==> src/rtl/loop_pkg.sv <==
// Package for the tone loopback controller: timing constants and states.
// Assumes a single 125 MHz system clock; the durations passed to the controller are in ms ticks.
package loop_pkg;

  // Clock and tick base
  localparam int CLK_PERIOD_NS = 8;
  localparam int TICK_NS       = 1000000;
  localparam int TICK_CYCLES   = TICK_NS / CLK_PERIOD_NS;

  // Tone burst minimum durations, in ms
  localparam int ACT_MIN_MS = 2500;
  localparam int REL_MIN_MS = 1200;

  // Automatic release periods, in minutes, and in ms ticks
  localparam int TMO_SHORT_MIN = 4;
  localparam int TMO_LONG_MIN  = 20;
  localparam int MS_PER_MIN    = 60000;
  localparam int TMO_SHORT_MS  = TMO_SHORT_MIN * MS_PER_MIN;
  localparam int TMO_LONG_MS   = TMO_LONG_MIN * MS_PER_MIN;

  // Counter widths
  localparam int BURST_W = 12;
  localparam int TMO_W   = 21;

  // Tone loop state
  typedef enum logic [1:0] {
    ST_IDLE,
    ST_LOOPED,
    ST_DRAIN
  } tone_state_type;

endpackage

==> src/rtl/tone_loopback_controller.sv <==
// Loopback control for a four-wire terminal repeater: manual and tone driven.
// Assumes option switches and the tone detector output are asynchronous
// levels; tone detector output is already qualified for frequency.
`timescale 1ns/1ns
`default_nettype none
module tone_loopback_controller #(
  parameter int TICK_CYCLES = loop_pkg::TICK_CYCLES,
  parameter int ACT_MS      = loop_pkg::ACT_MIN_MS,
  parameter int REL_MS      = loop_pkg::REL_MIN_MS,
  parameter int SHORT_MS    = loop_pkg::TMO_SHORT_MS,
  parameter int LONG_MS     = loop_pkg::TMO_LONG_MS
) (
  input  wire logic ref_clk,
  input  wire logic nrst,
  input  wire logic tone_detect,
  input  wire logic manual_loop_force,
  input  wire logic external_manual_loop_input,
  input  wire logic tone_loop_enable,
  input  wire logic loop_timeout_enable,
  input  wire logic timeout_long_select,
  input  wire logic terminal_busy_during_loop,
  output logic      loop_active,
  output logic      tone_loop_active,
  output logic      terminal_busy_out
);
  import loop_pkg::*;

  localparam logic [BURST_W-1:0] ACT_L   = BURST_W'(ACT_MS);
  localparam logic [BURST_W-1:0] REL_L   = BURST_W'(REL_MS);
  localparam logic [TMO_W-1:0]   SHORT_L = TMO_W'(SHORT_MS);
  localparam logic [TMO_W-1:0]   LONG_L  = TMO_W'(LONG_MS);
  localparam logic [BURST_W-1:0] BURST_MAX = '1;

  // Millisecond enable
  logic tick;

  tick_divider #(
    .CYCLES (TICK_CYCLES)
  ) u_tick (
    .ref_clk (ref_clk),
    .nrst    (nrst),
    .tick    (tick)
  );

  // Two-flop synchronisers for all pin inputs except ref_clk and nrst; the two manual inputs are ORed first
  logic [5:0] meta_r;
  logic [5:0] sync_r;
  logic       tone_s;
  logic       manual_s;
  logic       tone_en_s;
  logic       tmo_en_s;
  logic       long_s;
  logic       bo_s;

  always_ff @(posedge ref_clk or negedge nrst)
  begin
    if (!nrst)
    begin
      meta_r <= 6'h00;
      sync_r <= 6'h00;
    end
    else
    begin
      meta_r <= {tone_detect, manual_loop_force | external_manual_loop_input,
                 tone_loop_enable, loop_timeout_enable, timeout_long_select,
                 terminal_busy_during_loop};
      sync_r <= meta_r;
    end
  end

  assign {tone_s, manual_s, tone_en_s, tmo_en_s, long_s, bo_s} = sync_r;

  // Loop state, burst timer, timeout timer and outputs
  tone_state_type     st_r;
  tone_state_type     st_nxt;
  logic [BURST_W-1:0] burst_r;
  logic [BURST_W-1:0] burst_nxt;
  logic [TMO_W-1:0]   tmo_r;
  logic [TMO_W-1:0]   tmo_nxt;
  logic               tone_d_r;
  logic               burst_end;
  logic               rel_hit;
  logic               tmo_hit;
  logic               loop_nxt;
  logic               busy_nxt;

  assign burst_end = tone_d_r && !tone_s;
  assign rel_hit   = tone_s && (burst_r >= REL_L);
  assign tmo_hit   = tmo_en_s && (tmo_r >= (long_s ? LONG_L : SHORT_L));

  // Next-state logic
  always_comb
  begin
    st_nxt    = st_r;
    tmo_nxt   = tmo_r;
    // Burst length restarts from zero whenever tone is absent
    burst_nxt = '0;
    if (tone_s)
    begin
      burst_nxt = (tick && burst_r != BURST_MAX) ? burst_r + 1'b1 : burst_r;
    end
    case (st_r)
      ST_IDLE:
      begin
        tmo_nxt = '0;
        // Entry only at the end of a long burst, tone mode on
        if (burst_end && tone_en_s && !manual_s && burst_r >= ACT_L)
        begin
          st_nxt = ST_LOOPED;
        end
      end
      ST_LOOPED:
      begin
        if (tick && tmo_r != '1)
        begin
          tmo_nxt = tmo_r + 1'b1;
        end
        if (rel_hit && !manual_s)
        begin
          st_nxt = ST_DRAIN;
        end
        else if (tmo_hit)
        begin
          st_nxt = ST_IDLE;
        end
      end
      ST_DRAIN:
      begin
        // Rest of the release burst must not re-arm entry
        tmo_nxt = '0;
        if (!tone_s)
        begin
          st_nxt = ST_IDLE;
        end
      end
      default:
      begin
        st_nxt  = ST_IDLE;
        tmo_nxt = '0;
      end
    endcase
    loop_nxt = manual_s || (st_nxt == ST_LOOPED);
    busy_nxt = loop_nxt && bo_s;
  end

  always_ff @(posedge ref_clk or negedge nrst)
  begin
    if (!nrst)
    begin
      st_r              <= ST_IDLE;
      burst_r           <= '0;
      tmo_r             <= '0;
      tone_d_r          <= 1'b0;
      loop_active       <= 1'b0;
      tone_loop_active  <= 1'b0;
      terminal_busy_out <= 1'b0;
    end
    else
    begin
      st_r              <= st_nxt;
      burst_r           <= burst_nxt;
      tmo_r             <= tmo_nxt;
      tone_d_r          <= tone_s;
      loop_active       <= loop_nxt;
      tone_loop_active  <= (st_nxt == ST_LOOPED);
      terminal_busy_out <= busy_nxt;
    end
  end
endmodule
`default_nettype wire

==> src/rtl/tick_divider.sv <==
// Divider producing a one-cycle enable pulse every CYCLES clocks.
// Assumes it shares the single system clock and reset of its user.
`timescale 1ns/1ns
`default_nettype none
module tick_divider #(
  parameter int CYCLES = 125000
) (
  input  wire logic ref_clk,
  input  wire logic nrst,
  output logic      tick
);

  localparam int CW = $clog2(CYCLES);

  logic [CW-1:0] cnt_r;
  logic [CW-1:0] cnt_nxt;
  logic          tick_nxt;

  // Count down to zero, then reload and pulse
  always_comb
  begin
    tick_nxt = (cnt_r == '0);
    cnt_nxt  = tick_nxt ? CW'(CYCLES - 1) : cnt_r - 1'b1;
  end

  always_ff @(posedge ref_clk or negedge nrst)
  begin
    if (!nrst)
    begin
      cnt_r <= '0;
      tick  <= 1'b0;
    end
    else
    begin
      cnt_r <= cnt_nxt;
      tick  <= tick_nxt;
    end
  end

endmodule
`default_nettype wire

==> config.mk <==
export PLATFORM = sky130hd
export DESIGN_NAME = tone_loopback_controller
export DESIGN_NICKNAME = d
export VERILOG_FILES = /design/src/rtl/loop_pkg.sv /design/src/rtl/tone_loopback_controller.sv /design/src/rtl/tick_divider.sv
export SDC_FILE = /design/constraint.sdc
export NUM_CORES = 1
export LEC_CHECK = 0
export BUFFER_PORTS_ARGS = -buffer_cell sky130_fd_sc_hd__buf_4
export CAP_MARGIN = 20
export CELL_PAD_IN_SITES_DETAIL_PLACEMENT = 1
export CELL_PAD_IN_SITES_GLOBAL_PLACEMENT = 1
export CORE_MARGIN = 2
export CORE_UTILIZATION = 44
export DETAILED_ROUTE_END_ITERATION = 7
export PLACE_DENSITY_LB_ADDON = 0.1
export SYNTH_ARGS = -nofsm -noshare
export SYNTH_HDL_FRONTEND = slang
export SYNTH_SLANG_ARGS = --single-unit
==> constraint.sdc <==
create_clock -name ref_clk -period 1.78 [get_ports ref_clk]
set_clock_uncertainty 0.05 [all_clocks]
set_input_delay 0.178 -clock ref_clk [delete_from_list [all_inputs] [get_ports ref_clk]]
set_output_delay 0.178 -clock ref_clk [all_outputs]
set_load 0.01 [all_outputs]
* Word level (Yosys, flattened, before mapping)
Cells that the tools add are included.
** Storage, ports and cells
- Register bits :: 69
- Bits of input ports :: 9
- Output and inout bits :: 3
** Operators by class
- Add/subtract/negate cells :: 3
- Order comparisons :: 3
- Eq/ne operators :: 7
- Multiplexer cells :: 11
- Bitwise operators :: 1
- Reductions and logical operators :: 15
** Operator list (count)
- $mux 21 :: 3
- $mux 12 :: 2
- $add 21x1->21 const B :: 1
- $ge 21x21->1 :: 1
- $ne 21x21->1 const B :: 1
- $logic_not 17->1 :: 1
- $mux 17 :: 1
- $sub 17x1->17 const B :: 1
- $add 12x1->12 const B :: 1
- $ge 12x11->1 const B :: 1
- $ge 12x12->1 const B :: 1
- $ne 12x12->1 const B :: 1
- $logic_and 1x1->1 :: 10
- $mux 2 :: 4
- $pmux 2 s3 :: 1
- $eq 2x1->1 const B :: 2
- $eq 2x2->1 const B :: 1
- $logic_not 1->1 :: 2
- $logic_not 2->1 :: 1
- $ne 2x1->1 const B :: 1
- $ne 2x2->1 const B :: 1
- $logic_or 1x1->1 :: 1
- $or 1x1->1 :: 1

* Logic depth before layout (Yosys ltp)
- Depth after elaboration :: 10
- Gate-level depth with buffers :: 8
- Gate-level depth less buffers :: 7

* By module
A second synthesis with hierarchy kept.
** Second synthesis, totals
- Cells, all modules :: 342
- Area total of the unflattened synthesis :: 3500.9 um^2
** Modules (own cells, without submodules)
- tone_loopback_controller :: times used 1, cells each 258, area each 2617.5 um^2, sequential area each 1276.2 um^2
- tick_divider :: times used 1, cells each 84, area each 883.3 um^2, sequential area each 450.4 um^2

* Worst setup path before layout
Ideal clock, no wire load.
- Path type :: reg-to-reg
- Start point :: reg u_tick.cnt_r[0]
- End point :: reg u_tick.cnt_r[5]
- Library setup time :: 0.119 ns
- Arrival time :: 1.806 ns
- Required time :: 1.611 ns
- Path slack :: -0.194 ns
- Cell stages (with the launch flop) :: 9
- Period minus slack after synthesis :: 1.974 ns
- Cell sequence :: dfrtp_1 -> inv_1 -> ha_1 -> nor2b_1 -> nand4_2 -> or4_1 -> buf_2 -> clkinv_2 -> nor2_1
** Between the ends
- Longest elaborated chain between the ends :: 2
- Elaborated cells on any way between the ends :: 3
- Classes of those cells :: 1 x add/sub; 1 x mux; 1 x reduce/logical
** Ends and longest elaborated chain
- start, declared :: RTL line tick_divider.sv:15 : logic [CW-1:0] cnt_r;
- start signal, assigned :: RTL line tick_divider.sv:35 : cnt_r <= cnt_nxt;
- $logic_not 17->1 :: RTL line tick_divider.sv:22 : tick_nxt = (cnt_r == '0);
- net u_tick.tick_nxt :: RTL line tick_divider.sv:17 : logic tick_nxt;
- $mux 17 :: RTL line tick_divider.sv:23 : cnt_nxt = tick_nxt ? CW'(CYCLES - 1) : cnt_r - 1'b1;
- net u_tick.cnt_nxt[5] :: RTL line tick_divider.sv:16 : logic [CW-1:0] cnt_nxt;
The timed path passes the listed nets, and every way through them passes these cells.
A chain may end at the register's enable or synchronous reset.

* Worst setup path after layout
- Start point :: reg sync_r[1]
- End point :: reg terminal_busy_out
** Between the ends
- Longest elaborated chain between the ends :: 9
** Ends and longest elaborated chain
- start, declared :: RTL line tone_loopback_controller.sv:47 : logic [5:0] sync_r;
- start signal, assigned :: RTL line tone_loopback_controller.sv:67 : sync_r <= meta_r;
- $mux 21 :: RTL line tone_loopback_controller.sv:89 : assign tmo_hit = tmo_en_s && (tmo_r >= (long_s ? LONG_L : SHORT_L));
- $ge 21x21->1 :: RTL line tone_loopback_controller.sv:89
- $logic_and 1x1->1 :: RTL line tone_loopback_controller.sv:89
- $mux 2 :: RTL line tone_loopback_controller.sv:122 : else if (tmo_hit)
- $mux 2 :: RTL line tone_loopback_controller.sv:118 : if (rel_hit && !manual_s)
- $pmux 2 s3 :: RTL line tone_loopback_controller.sv:102 : case (st_r)
- $eq 2x1->1 :: RTL line tone_loopback_controller.sv:142 : loop_nxt = manual_s || (st_nxt == ST_LOOPED);
- $logic_or 1x1->1 :: RTL line tone_loopback_controller.sv:142
- $logic_and 1x1->1 :: RTL line tone_loopback_controller.sv:143 : busy_nxt = loop_nxt && bo_s;
- net busy_nxt :: RTL line tone_loopback_controller.sv:85 : logic busy_nxt;
- end signal, assigned :: RTL line tone_loopback_controller.sv:166 : terminal_busy_out <= busy_nxt;
- end, declared :: RTL line tone_loopback_controller.sv:24 : output logic terminal_busy_out
The timed path passes the listed nets, and every way through them passes these cells.

==> run metrics <==
delay-heaviest family, CP simple AND/OR/NAND/NOR gates; Initial Util between 40% and 50%; Starting DRT DRC Count 194; GP Congestion between 0.7 and 0.8; Req. time, crit path between 1.5 and 2 ns; count leader, synth dfrtp_1; worst-path fanout max 4; TritonCTS clock tree yes; net count reported at finish 492; wl on met1 about 5000 um; I/O pin count 12; routed length per placed instance 20.9 um; r2r worst-path depth 6; Post-Synth Adder-Cell Area 4.12%; Setup CP Type flip-flop to flip-flop; max-slew violation count 0; P&R area growth vs syn 40.3%; WL met2 6470 um; ANT nets after route 0; Primary FF master, synth dfrtp_1; Rows 33; Sink Count 69; Slew headroom 72.5%; Critical-path top delay cell dfrtp_2; via count roughly 3,400; Synth cell types 51; worst vdd ir roughly 0.42 mV; minimum clock period 1.93 ns; Reg2Reg Capture Point terminal_busy_out$_DFF_PN0_; total gr overflow 0; root buffer cell clkbuf_8; filler instances 863; worst slew pin tran 0.407 ns; post-synthesis compound-gate area fraction around 14%; Fin. Hold Viols 0; global-route wire length before repair 17,300 um; crit-path cells buf_6, ha_4, nand4_1, or3_4, nor3_4, o32ai_1; CTS buffer count 9; Simple-Gate Fraction of Synth Area between 20% and 30%; CP Capture Type flip-flop; Synth Area per Inst around 9.8 um^2; CP max stage delay 0.45 ns; RSZ-0062 raised after global routing yes; pin count of the biggest net entering global routing between 40 and 50; core area a little over 8000 um^2; CP arrival about 2.1 ns; Die Y 95.0 um; Critical Path Start Type flip-flop; DP HPWL 6580 um; sequential area share after synthesis between 40% and 50%; Seq. cell area approximately 1700 um^2; Hold Path Class input pin to async pin; global router's overall resource usage roughly 25%; top area cells in the synthesized netlist dfrtp_1 (47%), nand2_1 (4.7%), ha_1 (4.1%), mux2i_1 (3.6%), nand3_1 (2.7%); DRC viols 0; r2r startpoint sync_r[1]$_DFF_PN0_; vias in the first global route 3,599; clk slew on worst S/H paths 0.08 ns; DR pass1 iterations 4; register bit total from synthesis approximately 70; DP Worst Slack -0.122 ns; MaxCap Viol Count 0; multi-input gate area in the final layout 2140 um^2; Power Density 592 nW/um^2; # setup viols final 18; multiplexer share of the synthesized area under 10%; share of layout cells above drive strength 1 36.1%; initial antenna violation count 0; htree depth 3; failing checks negative setup slack; Max Fclk 517 MHz; status finished, violations left; die area 9020 um^2; met3 WL 200 um; leakage power 2.05 nW; Post-synth EDFFs 0; Pwr Total around 3.0 mW; XOR/XNOR Fraction of Synth Area 2.89%; Synth Warn # 0; Synth top area share a little under half; cell area after synthesis 3640 um^2; number of diodes 0; buffers added on ports 11; combinational family with the most area after synthesis simple AND/OR/NAND/NOR gates; CP Buf/Inv Count 1; Max Used Layer met4; vias per inst just under 6; latest clock arrival within the worst-skew pair 0.36 ns; flop2flop setup slack -0.15 ns; die extent in x around 95 um; Cells after Synth 370; syn nets 391; most frequent cells after synthesis dfrtp_1 (69), nand2_1 (46), nand3_1 (20), inv_1 (16), nor2_1 (16); Max Buffers Root-to-Sink 2; Tcrit/Tclk final 109%; Synth async-reset ratio between 90% and 100%; Synth area leader dfrtp_1; Post-Route WL 12,100 um; crit path setup slack, layout -0.153 ns
[stage by stage]
step / hold WS [ns] / util, % / instances / instance area, um^2 / setup TNS, ns
5_1_grt: 0.267 / 62.8 / 581 / 5110 / -2.58
6_report: 0.220 / 62.8 / 581 / 5110 / -1.11
3_3_place_gp: 0.0607 / 53.2 / 537 / 4330 / -0.626
4_1_cts: 0.228 / 59.5 / 571 / 4840 / -0.0404
3_5_place_dp: 0.0675 / 53.2 / 537 / 4330 / -1.61
2_1_floorplan: -0.168 / - / 370 / 3660 / -1.52
[registers in the layout, summed over array words and instances (netlist names)]
| name | cells |
|---|---|
| loop_active | 1 |
| tone_loop_active | 1 |
| tone_d_r | 1 |
| sync_r | 6 |
| terminal_busy_out | 1 |
| tmo_r | 21 |
| u_tick.tick | 1 |
| meta_r | 6 |
| burst_r | 12 |
| st_r | 2 |
| u_tick.cnt_r | 17 |
[layout by cell type (no fill, tap or decap), types with 4 or more instances in the layout]
| master | count |
|---|---|
| a2111o_1 | 6 |
| a21oi_1 | 11 |
| and2_1 | 4 |
| buf_4 | 89 |
| clkbuf_8 | 10 |
| dfrtp_1 | 64 |
| dfrtp_2 | 5 |
| dlygate4sd3_1 | 8 |
| ha_1 | 5 |
| ha_4 | 5 |
| inv_1 | 14 |
| mux2i_1 | 13 |
| nand2_1 | 45 |
| nand2b_1 | 11 |
| nand3_1 | 17 |
| nand4_1 | 14 |
| nor2_1 | 8 |
| nor2_2 | 4 |
| nor2_4 | 4 |
| nor3_1 | 5 |
| nor4_1 | 4 |
| o21a_1 | 4 |
| o21ai_0 | 6 |
| o21ai_1 | 6 |
| o31ai_1 | 4 |
| o41ai_2 | 4 |
| or3_1 | 5 |
| or4_1 | 4 |
| xor2_1 | 9 |
[power by group]
part | internal (mW) | switching [mW]
clock | 0.682 | 0.635
sequential | 1.58 | 0.0101
combinational | 0.0530 | 0.0622
total | 2.32 | 0.707
[worst max-delay path by stage]
stage	from	to	slack, ns	depth (start not counted)
5_1_grt	sync_r[1]$_DFF_PN0_	terminal_busy_out$_DFF_PN0_	-0.21	7
2_1_floorplan	u_tick.cnt_r[4]$_DFF_PN0_	u_tick.cnt_r[15]$_DFF_PN0_	-0.14	5
3_5_place_dp	sync_r[1]$_DFF_PN0_	st_r[0]$_DFF_PN0_	-0.12	6
3_3_place_gp	sync_r[1]$_DFF_PN0_	terminal_busy_out$_DFF_PN0_	-0.06	6
4_1_cts	sync_r[1]$_DFF_PN0_	terminal_busy_out$_DFF_PN0_	-0.01	7
6_report	sync_r[1]$_DFF_PN0_	terminal_busy_out$_DFF_PN0_	-0.15	6
[worst reg2reg max path: cells and delay by family (launching register included)]
kind | cells | cell delay [ns]
compound gates | 1 | 0.13
fa+ha+maj | 1 | 0.24
buf+inv | 1 | 0.13
flops | 1 | 0.45
simple gates | 3 | 0.80
[cell families (layout without fill, tap and decap cells)]
family / after synthesis / in the layout
flip-flops: 69 / 69
adder cells (fa/ha/maj): 12 / 12
XOR/XNOR: 12 / 12
buffers and inverters: 30 / 136
AO/OA/AOI/OAI: 72 / 72
multiplexers: 13 / 13
AND/OR/NAND/NOR: 162 / 162
[area by class of cell]
type | count | share of cell area, %
Multi-Input combinational cell | 271 | 42.0
Sequential cell | 69 | 33.9
Clock inverter | 4 | 0.931
Clock buffer | 12 | 2.84
Inverter | 17 | 1.49
Timing Repair Buffer | 102 | 16.1
Tap cell | 105 | 2.57
Timing Repair inverter | 1 | 0.171
[routing by layer]
layer / global-route usage [%] / vias up
met3: 3.51 / 37
met2: 45.4 / 48
met5: 0 / -
met1: 28.9 / 1738
met4: 12.1 / 0
li1: - / 1567
[repair_timing]
| action | in CTS | in global routing |
|---|---|---|
| endpoints found under the hold margin | 31 | 0 |
| setup buffers | 10 | 10 |
| resized for setup | 26 | 47 |
| pin swaps | 16 | 15 |
| cloned | 0 | 1 |
| endpoints found under the setup margin | 24 | 39 |
| hold buffers | 8 | 0 |
(Power assumes the default switching activity.)
